==> config.mk <==
export PLATFORM = sky130hd
export DESIGN_NAME = wdp_top
export DESIGN_NICKNAME = d
export VERILOG_FILES = /design/src/logic/wdp_pkg.sv /design/src/logic/wdp_top.sv /design/src/logic/wdp_prescaler.sv
export VERILOG_INCLUDE_DIRS = /design/src /design/src/logic
export SDC_FILE = /design/constraint.sdc
export NUM_CORES = 1
export LEC_CHECK = 0
export BUFFER_PORTS_ARGS = -buffer_cell sky130_fd_sc_hd__buf_2
export CAP_MARGIN = 5
export CORE_MARGIN = 1.5
export CORE_UTILIZATION = 55
export CTS_CLUSTER_DIAMETER = 60
export DETAILED_ROUTE_END_ITERATION = 7
export GPL_TIMING_DRIVEN = 0
export PLACE_DENSITY = 0.82
export SLEW_MARGIN = 15
export SYNTH_ARGS = -nofsm -noshare
export SYNTH_HDL_FRONTEND = slang
export SYNTH_HIERARCHICAL = 1
export SYNTH_SLANG_ARGS = --single-unit
==> constraint.sdc <==
create_clock -name mclk -period 6.46 [get_ports mclk]
set_input_delay 0.969 -clock mclk [delete_from_list [all_inputs] [get_ports mclk]]
set_output_delay 0.969 -clock mclk [all_outputs]
set_load 0.02 [all_outputs]
==> src/logic/wdp_defs.svh <==
/*
  Register offsets, field positions, key values and reset values of the
  supervisor timer and periodic interrupt timer block.
  Assumes it is included by bare name from the top, prescaler and checker modules.
*/
`ifndef WDP_DEFS_SVH
`define WDP_DEFS_SVH

// ************************************************************
// Register offsets
// ************************************************************
`define WDP_ADDR_PERIODIC_COUNT 16'h7021
`define WDP_ADDR_SUPERVISOR_COUNT 16'h7023
`define WDP_ADDR_SERVICE_KEY 16'h7025
`define WDP_ADDR_PERIODIC_CONTROL 16'h7027
`define WDP_ADDR_SUPERVISOR_CONTROL 16'h7029

// ************************************************************
// Field positions
// ************************************************************
`define WDP_PC_FLAG_BIT 7
`define WDP_PC_IRQ_EN_BIT 6
`define WDP_PC_SEL_HI 2
`define WDP_PC_SEL_LO 0
`define WDP_SC_FLAG_BIT 7
`define WDP_SC_DEFEAT_BIT 6
`define WDP_SC_CHECK_HI 5
`define WDP_SC_CHECK_LO 3
`define WDP_SC_SEL_HI 2
`define WDP_SC_SEL_LO 0

// ************************************************************
// Key values, check pattern, reset values
// ************************************************************
`define WDP_KEY_ARM 8'h55
`define WDP_KEY_CLEAR 8'hAA
`define WDP_CHECK_OK 3'h5
`define WDP_SEL_RST 3'h0
`define WDP_ZERO8 8'h00
`define WDP_ZERO7 7'h00
`define WDP_COUNT_MAX 8'hFF
`define WDP_DIRECT_SEL_MAX 3'h1

`endif

==> src/logic/wdp_pkg.sv <==
/*
  Types shared by the supervisor timer block: bus request carrier and
  state enumerations.
  Assumes the defines header sits beside it.
*/
package wdp_pkg;

  // ************************************************************
  // Types
  // ************************************************************
  typedef struct packed {
    logic [15:0] addr;
    logic [7:0] wdata;
    logic wr;
    logic rd;
  } wdp_bus_req_t;

  typedef enum logic {
    KEY_IDLE,
    KEY_ARMED
  } wdp_key_state_t;

  typedef enum logic {
    WD_RUN,
    WD_OVERFLOWED
  } wdp_wd_state_t;

endpackage

==> src/logic/wdp_top.sv <==
/*
  Supervisor timer and periodic interrupt timer with register port.
  Assumes a plain register port (read data one cycle after the strobe),
  system reset driving rst_n, power-on reset driving por_n, and an
  interrupt controller that acknowledges the request.
*/
// Added by the designer: strobed register access.
// Operation
// - Key 55h arms; a following AAh while armed clears the counter.
// - Any key value other than 55h or AAh forces a system reset.
// - Repeated 55h keeps arming; AAh when not armed is ignored.
// - A clear disarms; another 55h is needed for the next clear.
// - Overflow or bad key sets the cause flag; flag survives reset.
// - A set cause flag never blocks later resets; software clears it.
// - Overflow resets the system one counting period later.
// - Software alone cannot turn off overflow reset; the defeat bit also needs programming voltage at reset.
// - Disabled only with programming voltage at reset plus defeat bit.
// - Check bits are compared with 101 always; mismatch resets.
// - After reset the tap select gives the fastest overflow rate.
// - Counter runs from reset release without any software setup.
// - Periodic source is one of eight taps under select bits 2-0.
// - Periodic counter advances on the divide-by-128 prescale event.
// - Periodic counter is readable and clearable any time.
// - Free-running counter is cleared only by system reset.
// - Periodic timer runs in every mode except halt.
// - With enable set, one request per transition of the tap.
// - Bit 7 sets on each overflow; clearable; software set no irq.
// - Supervisor counter taps timebase directly or six prescale taps.
// - Any write to the periodic counter clears it to zero.
`timescale 1ns/100ps
`include "wdp_defs.svh"

module wdp_top
  import wdp_pkg::*;
#(
  parameter int CNT_W = 8,
  parameter int FR_W = 7
) (
  // Clock and resets
  input wire logic mclk,
  input wire logic rst_n,
  input wire logic por_n,
  // Timebase and mode pins
  input wire logic slow_timebase_clock,
  input wire logic halt_mode,
  input wire logic programming_voltage_pin,
  // Register port
  input wire wdp_bus_req_t bus_req,
  output logic [7:0] rd_data,
  // System reset request
  output logic sys_reset_req,
  // Periodic interrupt
  output logic periodic_irq,
  input wire logic periodic_irq_ack
);

  // ************************************************************
  // Decode helpers
  // ************************************************************
  function automatic logic reg_hit(input logic [15:0] addr,
                                   input logic [15:0] offset);
    return addr == offset;
  endfunction

  // True when all bits of v below position n are ones
  function automatic logic carry_into(input logic [7:0] v, input int n);
    logic r;
    r = 1'b1;
    for (int i = 0; i < 8; i++) begin
      if (i < n) begin
        r = r & v[i];
      end
    end
    return r;
  endfunction

  // ************************************************************
  // Declarations
  // ************************************************************
  logic tb_tick;
  logic [FR_W-1:0] fr_count;
  logic [7:0] fr_evt;
  logic [7:0] pc_evt;
  logic wd_tick;
  logic periodic_evt;
  logic wr_pcount;
  logic wr_key;
  logic wr_pctrl;
  logic wr_sctrl;
  logic key_bad;
  logic key_clear;
  logic check_bad;
  logic wd_disabled;
  logic ovf_fire;
  logic [7:0] pctrl_view;
  logic [7:0] sctrl_view;

  logic [CNT_W-1:0] periodic_count_r;
  logic [CNT_W-1:0] supervisor_count_r;
  wdp_key_state_t key_state_r;
  wdp_wd_state_t wd_state_r;
  logic periodic_overflow_flag_r;
  logic periodic_irq_enable_r;
  logic [2:0] periodic_tap_select_r;
  logic supervisor_cause_flag_r;
  logic supervisor_defeat_bit_r;
  logic [2:0] integrity_check_bits_r;
  logic [2:0] supervisor_tap_select_r;
  logic vpp_caught_r;
  logic strap_done_r;
  logic irq_pend_r;
  logic sys_reset_r;
  logic [7:0] rd_data_r;

  // ************************************************************
  // Prescaler
  // ************************************************************
  wdp_prescaler #(
    .FR_W(FR_W)
  ) u_prescaler (
    .mclk(mclk),
    .rst_n(rst_n),
    .slow_timebase_clock(slow_timebase_clock),
    .tb_tick(tb_tick),
    .fr_count(fr_count)
  );

  // ************************************************************
  // Tap events
  // ************************************************************
  // fr_evt[n]: divide-by-2^n event of the free-running counter
  // pc_evt[n]: divide-by-128*2^n event of the periodic counter
  genvar gi;
  generate
    for (gi = 0; gi < 8; gi++) begin : g_taps
      assign fr_evt[gi] = tb_tick & carry_into({1'b0, fr_count}, gi);
      assign pc_evt[gi] = fr_evt[7] & carry_into(periodic_count_r, gi);
    end
  endgenerate

  // Two direct selections, then six prescale taps
  always_comb begin
    if (supervisor_tap_select_r <= `WDP_DIRECT_SEL_MAX) begin
      wd_tick = fr_evt[0];
    end else begin
      wd_tick = fr_evt[supervisor_tap_select_r - 3'h1];
    end
  end

  // One-of-eight periodic source
  always_comb begin
    case (periodic_tap_select_r)
      3'h0: periodic_evt = fr_evt[2];
      3'h1: periodic_evt = fr_evt[4];
      3'h2: periodic_evt = fr_evt[6];
      3'h3: periodic_evt = fr_evt[7];
      3'h4: periodic_evt = pc_evt[1];
      3'h5: periodic_evt = pc_evt[2];
      3'h6: periodic_evt = pc_evt[4];
      3'h7: periodic_evt = pc_evt[7];
      default: periodic_evt = 1'b0;
    endcase
  end

  // ************************************************************
  // Write decode
  // ************************************************************
  assign wr_pcount = bus_req.wr &
                     reg_hit(bus_req.addr, `WDP_ADDR_PERIODIC_COUNT);
  assign wr_key = bus_req.wr & reg_hit(bus_req.addr, `WDP_ADDR_SERVICE_KEY);
  assign wr_pctrl = bus_req.wr &
                    reg_hit(bus_req.addr, `WDP_ADDR_PERIODIC_CONTROL);
  assign wr_sctrl = bus_req.wr &
                    reg_hit(bus_req.addr, `WDP_ADDR_SUPERVISOR_CONTROL);

  // Invalid key value
  assign key_bad = wr_key & (bus_req.wdata != `WDP_KEY_ARM) &
                   (bus_req.wdata != `WDP_KEY_CLEAR);
  // AAh counts only while armed
  assign key_clear = wr_key & (bus_req.wdata == `WDP_KEY_CLEAR) &
                     (key_state_r == KEY_ARMED);

  // Continuous compare of the stored check pattern
  assign check_bad = integrity_check_bits_r != `WDP_CHECK_OK;

  // Both conditions needed to defeat counting
  assign wd_disabled = vpp_caught_r & supervisor_defeat_bit_r;

  // Delayed overflow reset, one counting period later
  assign ovf_fire = (wd_state_r == WD_OVERFLOWED) & wd_tick & ~key_clear;

  // ************************************************************
  // Programming voltage strap
  // ************************************************************
  // Caught on the first edge after reset release
  always_ff @(posedge mclk or negedge rst_n) begin
    if (!rst_n) begin
      strap_done_r <= 1'b0;
      vpp_caught_r <= 1'b0;
    end else if (!strap_done_r) begin
      strap_done_r <= 1'b1;
      vpp_caught_r <= programming_voltage_pin;
    end
  end

  // ************************************************************
  // Key sequence
  // ************************************************************
  always_ff @(posedge mclk or negedge rst_n) begin
    if (!rst_n) begin
      key_state_r <= KEY_IDLE;
    end else if (wr_key) begin
      case (key_state_r)
        KEY_IDLE: begin
          if (bus_req.wdata == `WDP_KEY_ARM) begin
            key_state_r <= KEY_ARMED;
          end
        end
        KEY_ARMED: begin
          if (bus_req.wdata == `WDP_KEY_CLEAR) begin
            key_state_r <= KEY_IDLE;
          end
        end
        default: key_state_r <= KEY_IDLE;
      endcase
    end
  end

  // ************************************************************
  // Supervisor counter
  // ************************************************************
  // Counts from reset release with no setup
  always_ff @(posedge mclk or negedge rst_n) begin
    if (!rst_n) begin
      supervisor_count_r <= `WDP_ZERO8;
      wd_state_r <= WD_RUN;
    end else if (key_clear) begin
      supervisor_count_r <= `WDP_ZERO8;
      wd_state_r <= WD_RUN;
    end else if (wd_disabled) begin
      wd_state_r <= WD_RUN;
    end else if (wd_tick) begin
      supervisor_count_r <= supervisor_count_r + 8'h01;
      case (wd_state_r)
        WD_RUN: begin
          if (supervisor_count_r == `WDP_COUNT_MAX) begin
            wd_state_r <= WD_OVERFLOWED;
          end
        end
        WD_OVERFLOWED: wd_state_r <= WD_RUN;
        default: wd_state_r <= WD_RUN;
      endcase
    end
  end

  // ************************************************************
  // System reset request
  // ************************************************************
  // Flag state plays no part here
  always_ff @(posedge mclk or negedge rst_n) begin
    if (!rst_n) begin
      sys_reset_r <= 1'b0;
    end else begin
      sys_reset_r <= key_bad | check_bad | ovf_fire;
    end
  end

  // ************************************************************
  // Cause flag
  // ************************************************************
  // Power-on reset or a write of 1 to bit 7 clears it; system reset keeps it
  always_ff @(posedge mclk or negedge por_n) begin
    if (!por_n) begin
      supervisor_cause_flag_r <= 1'b0;
    end else if (ovf_fire | key_bad) begin
      supervisor_cause_flag_r <= 1'b1;
    end else if (wr_sctrl & bus_req.wdata[`WDP_SC_FLAG_BIT]) begin
      supervisor_cause_flag_r <= 1'b0;
    end
  end

  // ************************************************************
  // Supervisor control
  // ************************************************************
  // Fastest rate after reset
  always_ff @(posedge mclk or negedge rst_n) begin
    if (!rst_n) begin
      supervisor_defeat_bit_r <= 1'b0;
      integrity_check_bits_r <= `WDP_CHECK_OK;
      supervisor_tap_select_r <= `WDP_SEL_RST;
    end else if (wr_sctrl) begin
      supervisor_defeat_bit_r <= bus_req.wdata[`WDP_SC_DEFEAT_BIT];
      // A bad pattern is stored and then trips the compare
      integrity_check_bits_r <=
        bus_req.wdata[`WDP_SC_CHECK_HI:`WDP_SC_CHECK_LO];
      supervisor_tap_select_r <= bus_req.wdata[`WDP_SC_SEL_HI:`WDP_SC_SEL_LO];
    end
  end

  // ************************************************************
  // Periodic counter
  // ************************************************************
  always_ff @(posedge mclk or negedge rst_n) begin
    if (!rst_n) begin
      periodic_count_r <= `WDP_ZERO8;
    end else if (wr_pcount) begin
      periodic_count_r <= `WDP_ZERO8;
    end else if (fr_evt[7] & ~halt_mode) begin
      periodic_count_r <= periodic_count_r + 8'h01;
    end
  end

  // ************************************************************
  // Periodic control
  // ************************************************************
  always_ff @(posedge mclk or negedge rst_n) begin
    if (!rst_n) begin
      periodic_irq_enable_r <= 1'b0;
      periodic_tap_select_r <= `WDP_SEL_RST;
    end else if (wr_pctrl) begin
      periodic_irq_enable_r <= bus_req.wdata[`WDP_PC_IRQ_EN_BIT];
      periodic_tap_select_r <= bus_req.wdata[`WDP_PC_SEL_HI:`WDP_PC_SEL_LO];
    end
  end

  // Hardware set wins over a software clear
  always_ff @(posedge mclk or negedge rst_n) begin
    if (!rst_n) begin
      periodic_overflow_flag_r <= 1'b0;
    end else if (periodic_evt & ~halt_mode) begin
      periodic_overflow_flag_r <= 1'b1;
    end else if (wr_pctrl) begin
      periodic_overflow_flag_r <= bus_req.wdata[`WDP_PC_FLAG_BIT];
    end
  end

  // ************************************************************
  // Periodic interrupt request
  // ************************************************************
  // One request per selected tap event, never from the flag
  always_ff @(posedge mclk or negedge rst_n) begin
    if (!rst_n) begin
      irq_pend_r <= 1'b0;
    end else if (periodic_evt & ~halt_mode & periodic_irq_enable_r) begin
      irq_pend_r <= 1'b1;
    end else if (periodic_irq_ack | ~periodic_irq_enable_r) begin
      irq_pend_r <= 1'b0;
    end
  end

  // ************************************************************
  // Read path
  // ************************************************************
  assign pctrl_view = {periodic_overflow_flag_r, periodic_irq_enable_r,
                       3'h0, periodic_tap_select_r};
  assign sctrl_view = {supervisor_cause_flag_r, supervisor_defeat_bit_r,
                       integrity_check_bits_r, supervisor_tap_select_r};

  // Key address reads back the supervisor control contents
  always_ff @(posedge mclk or negedge rst_n) begin
    if (!rst_n) begin
      rd_data_r <= `WDP_ZERO8;
    end else if (!bus_req.rd) begin
      rd_data_r <= `WDP_ZERO8;
    end else if (reg_hit(bus_req.addr, `WDP_ADDR_PERIODIC_COUNT)) begin
      rd_data_r <= periodic_count_r;
    end else if (reg_hit(bus_req.addr, `WDP_ADDR_SUPERVISOR_COUNT)) begin
      rd_data_r <= supervisor_count_r;
    end else if (reg_hit(bus_req.addr, `WDP_ADDR_SERVICE_KEY)) begin
      rd_data_r <= sctrl_view;
    end else if (reg_hit(bus_req.addr, `WDP_ADDR_PERIODIC_CONTROL)) begin
      rd_data_r <= pctrl_view;
    end else if (reg_hit(bus_req.addr, `WDP_ADDR_SUPERVISOR_CONTROL)) begin
      rd_data_r <= sctrl_view;
    end else begin
      rd_data_r <= `WDP_ZERO8;
    end
  end

  // ************************************************************
  // Outputs
  // ************************************************************
  assign rd_data = rd_data_r;
  assign sys_reset_req = sys_reset_r;
  assign periodic_irq = irq_pend_r;

endmodule

==> src/logic/wdp_prescaler.sv <==
/*
  Timebase edge detector and 7-bit free-running prescale counter.
  Assumes the slow timebase clock is a level synchronous to mclk and
  that it is absent (stands still) in oscillator power-down.
*/
`timescale 1ns/100ps
`include "wdp_defs.svh"

module wdp_prescaler
  import wdp_pkg::*;
#(
  parameter int FR_W = 7
) (
  // Clock and reset
  input wire logic mclk,
  input wire logic rst_n,
  // Timebase
  input wire logic slow_timebase_clock,
  // Prescale outputs
  output logic tb_tick,
  output logic [FR_W-1:0] fr_count
);

  logic tb_prev_r;
  logic [FR_W-1:0] fr_count_r;

  // ************************************************************
  // Timebase rising edge
  // ************************************************************
  always_ff @(posedge mclk or negedge rst_n) begin
    if (!rst_n) begin
      tb_prev_r <= 1'b0;
    end else begin
      tb_prev_r <= slow_timebase_clock;
    end
  end

  assign tb_tick = slow_timebase_clock & ~tb_prev_r;

  // ************************************************************
  // Free-running counter
  // ************************************************************
  // Only reset clears it; no software path reaches it
  always_ff @(posedge mclk or negedge rst_n) begin
    if (!rst_n) begin
      fr_count_r <= `WDP_ZERO7;
    end else if (tb_tick) begin
      fr_count_r <= fr_count_r + 7'h01;
    end
  end

  assign fr_count = fr_count_r;

endmodule

Word level (Yosys, flattened, before mapping)
Cells that the tools add are included.
- output and inout port bits: 10
- register bits: 51
- logic and storage cells: 129
- bits of input ports: 33
- mux-type cells: 29
- equal/unequal tests: 19
- reduce and logical (&&, ||, !) cells: 8
- $lt $le $gt $ge: 2
- bitwise operators: 49
- $add $sub $neg: 4
- operators by type and width (cell ; number):
    8-bit two-way mux ; 11
    16-bit by 15-bit equality test with 1-bit output (second input constant) ; 5
    1-bit bitwise AND ; 39
    8-bit by 1-bit adder with 8-bit output (second input constant) ; 2
    8-bit equality test (second input constant) ; 2
    1-bit two-way mux ; 14
    3-bit equality test (second input constant) ; 4
    2-bit nonzero test ; 5
    8-bit by 7-bit equality test with 1-bit output (second input constant) ; 1
    8-bit by 7-bit != test with 1-bit output (second input constant) ; 1
    8-bit != test (second input constant) ; 1
    1-bit one-hot mux with 8 select lines ; 1
    7-bit by 1-bit adder with 7-bit output (second input constant) ; 1
    3-bit by 2-bit equality test with 1-bit output (second input constant) ; 2
    1-bit NOT ; 6
    3-bit by 4-bit < comparator with 1-bit output (second input constant) ; 1
    1-bit OR ; 4
    1-bit one-hot mux with 2 select lines ; 2
    1-bit binary-select mux with 3-bit select ; 1
    3-bit by 1-bit equality test with 1-bit output (second input constant) ; 1
    3-bit by 1-bit less-or-equal comparator with 1-bit output (second input constant) ; 1
    3-bit zero test ; 1
    3-bit != test (second input constant) ; 1
    3-bit nonzero test ; 1
    3 further kinds ; 3

Logic depth before layout (Yosys ltp)
- depth after elaboration: 14
- mapped depth: 8
- mapped depth without buffers: 7

Hierarchy
The synthesis kept the hierarchy.
- by module, submodules not included (module ; seq. area each (sq um) ; cells each ; instances ; area each (sq um)):
    wdp_top ; 1078.5 ; 231 ; 1 ; 2468.6
    wdp_prescaler ; 200.2 ; 24 ; 1 ; 325.3

Worst setup path before layout
OpenSTA, ideal clock, no wires.
- kind: input to register
- from: in slow_timebase_clock
- to: reg supervisor_count_r[4]
- data arrival time: 2.558 ns
- path buffers: 2
- data required time: 6.387 ns
- stages: 8
- setup time: 0.073 ns
- setup slack: 3.829 ns
- cell sequence: nor2b_1 buf_2 nand3_2 a2111oi_4 a221oi_2 buf_6 or4_4 a21oi_2
- word-level cells in the longest chain between the ends: 7
- elaborated cells on any way between the ends: 13
- those cells by class: mux: 3; bitwise: 8; reduce/logical: 2
- RTL lines (what ; line ; text):
    start: declaration ; wdp_top.sv:44 ; input wire logic slow_timebase_clock,
    1-bit bitwise AND (*) ; wdp_prescaler.sv:38 ; assign tb_tick = slow_timebase_clock & ~tb_prev_r;
    named net tb_tick ; wdp_top.sv:80 ; logic tb_tick;
    1-bit bitwise AND ; wdp_top.sv:136 ; assign fr_evt[gi] = tb_tick & carry_into({1'b0, fr_count}, gi);
    1-bit binary-select mux with 3-bit select ; wdp_top.sv:146 ; wd_tick = fr_evt[supervisor_tap_select_r - 3'h1];
    1-bit two-way mux (not written as such) ; wdp_top.sv:146 ;
    1-bit two-way mux (*) ; wdp_top.sv:143 ; if (supervisor_tap_select_r <= `WDP_DIRECT_SEL_MAX) begin
    2-bit nonzero test (no line) (*) ; -- ;
    2-bit AND reduction (no line) (*) ; -- ;
    end signal: assignment ; wdp_top.sv:235 ; supervisor_count_r <= `WDP_ZERO8;
    end signal: assignment ; wdp_top.sv:238 ; supervisor_count_r <= `WDP_ZERO8;
    end signal: assignment ; wdp_top.sv:243 ; supervisor_count_r <= supervisor_count_r + 8'h01;
    end: declaration ; wdp_top.sv:99 ; logic [CNT_W-1:0] supervisor_count_r;
Mark *: on every way through the listed nets, which the timed path passes. The rest lies on a longest branch. The select of a mux whose other input is x is not followed.
A chain may end at the register's enable or synchronous reset.

Final worst setup path
Ends and elaborated chain as after synthesis.

==> metrics.txt <==
most common cell after layout, fill and taps aside=dfrtp_1; Die Footprint=5520 um2; PortBufs=42; sequential area share after synthesis=0.458; Highest Clock Rate=379 MHz; final instance area=3210 um2; leading register cell type out of synthesis=dfrtp_1; GP Congestion=0.854; Final ANT Viol Nets=0; crit path DAT=2.89 ns; total CTS buffers=5; setup TNS=0 ns; Site Rows=25; final total power=0.771 mW; CTS Sinks=51; final clock skew=0.00778 ns; area growth from synthesis to layout=15.0%; Final Hold Fails=0; CP top delay family=simple AND/OR/NAND/NOR gates; Core Util, Final=0.667; vias in the first global route=2274; number of enable flip-flop cells after synthesis=0; Via density=6.12; max cap viols=0; relative slew slack=0.404; largest net degree at the start of global routing=51; boundary pin count=43; min Tclk post-route=2.64 ns; Die W=74.3 um; critical path, cell by cell=buf_2, nor2b_1, buf_2, nand3_2, a2111oi_4, a221oi_2, buf_6, or4_4, a21oi_2; largest fanout on the critical path=10; # DRC=0; first-pass GRT wire length=10.8 mm; Post-synth ARST share=1.00; Critical Path RT=6.71 ns; Pwr Density=240 nW/um2; final WL=6.35 mm; maximum VDD drop=157 uV; Pre-antenna DRT Iters=6; final net count=343; Overflow after GRT=0; Slew Limit Fails=0; CTS Buffer Depth=2; commonest cells after routing, fill and taps aside=dfrtp_1 (49), buf_2 (42), a21oi_1 (17), nor2_1 (14), mux2_2 (13); Hold Buf Count CTS=0; synth warn=6; HPWL Detailed=4.72 mm; Critical-path top delay cell=or4_4; post-CTS setup buffers=0; share of cells above drive strength 1=0.302; final setup violating endpoints=0; CTS clk-pin slew, worst paths=0.09 ns; vias=2277; Buf/Inv on CP=3; CP startpoint kind=primary input; most frequent CP cell=buf_2; ant diodes=0; syn_nets=294; pre-CTS WS=3.51 ns; fin crit share=0.409; Synth cell types=62; outcome=complete, no violations; Clk Latency, worst-skew pair=0.31 ns; initial antenna violation count=0; Mean Syn Cell Area=11.0 um2; initial core utilization=0.580; PnR worst setup slack=3.82 ns; Hold Crit Class=in -> async; Syn Inst Count=255; Setup CP Type=in -> reg; CTS H-Tree Depth=2; Worst Tran Pin Value=0.887 ns; cell leakage power=1.46 nW; crit path capture type=flip-flop; Die Height=74.3 um; core area=4820 um2; routed wire length per instance=17.1 um; synthesized cell area=2790 um2; cts repair resizes=0; post-synthesis register bit count=51; RSZ-0062 raised after global routing=false; dpl cell area=3090 um2; CTS tree=built; CP max stage delay=0.51 ns; First DRT Iteration DRCs=199; Global Route Usage Sum=0.260; Root Driver=clkbuf_8
==> kinds of logic after synthesis <==
logic type	after synthesis	share of synthesized area
AO/OA/AOI/OAI	58	0.159
XOR/XNOR	13	0.0408
adder cells (fa/ha/maj)	6	0.0269
buffers and inverters	15	0.0322
flip-flops	51	0.458
multiplexers	16	0.0631
other	1	0.00134
AND/OR/NAND/NOR	95	0.219
==> registers in the layout, indices dropped and copies added, names as in the netlist, 3 cells and up <==
name and cells:
periodic_count_r 8, rd_data 8, supervisor_count_r 8, u_prescaler/fr_count 7
integrity_check_bits_r 3, periodic_tap_select_r 3, supervisor_tap_select_r 3
==> per-stage QoR <==
stage / std cells / hold slack [ns]
after floorplan: 255 / 0.459
after global placement: 364 / 0.478
after detailed placement: 364 / 0.483
after CTS: 372 / 0.411
after global routing: 372 / 0.402
final: 372 / 0.414
==> Yosys cell counts, drive strengths merged (3+ instances only) <==
cell,count,share of area
o21a,3,0.0081
nor3b,3,0.012
inv,6,0.0081
or4,3,0.011
buf,4,0.017
dfrtp,49,0.44
nor3,3,0.0054
and3,8,0.018
clkbuf,5,0.0072
xor2,6,0.019
mux2i,3,0.011
a21oi,19,0.037
and4b,4,0.015
nor2b,5,0.011
o21ai,9,0.017
mux2,13,0.052
nand4,9,0.020
a222oi,8,0.029
nand2,11,0.015
or4bb,4,0.016
and2,6,0.013
nand3,13,0.025
xnor2,7,0.022
o31ai,3,0.0081
ha,6,0.027
nor2,14,0.019
==> where the power goes <==
group          internal [mW]  total (mW)  leakage (nW)  switching [mW]
combinational         0.0600       0.124         0.737          0.0641
sequential             0.356       0.410         0.662          0.0537
clock                  0.127       0.237        0.0618           0.110
==> layout make-up <==
class                   instances  area (um2)
fillers                       384        1610
multi-input cells             189        1430
flip-flops and latches         51        1280
repair buffers                 42         213
well taps                      67        83.8
clock buffers                   6        82.6
plain buffers                   9        67.6
clock inverters                 2        38.8
inverters                       6        22.5
==> worst paths after layout <==
| check | startpoint | endpoint | slack [ns] | cells after the start |
|---|---|---|---|---|
| worst max-delay path | slow_timebase_clock | supervisor_count_r[4] | 3.82 | 9 |
| worst max register to register | supervisor_tap_select_r[0] | supervisor_count_r[4] | 3.92 | 8 |
| max in group asynchronous | rst_n | supervisor_count_r[1] | 5.37 | 1 |
| min in group mclk | strap_done_r | vpp_caught_r | 0.51 | 1 |
| worst min register to register | strap_done_r | vpp_caught_r | 0.51 | 1 |
| worst min-delay path | por_n | supervisor_cause_flag_r | 0.41 | 1 |
==> routing by layer <==
layer  GRT usage  share of wire
met1       0.359           0.43
met5           0              0
met4       0.113          0.027
met3      0.0461          0.057
met2       0.406           0.49
(Power assumes the default switching activity.)
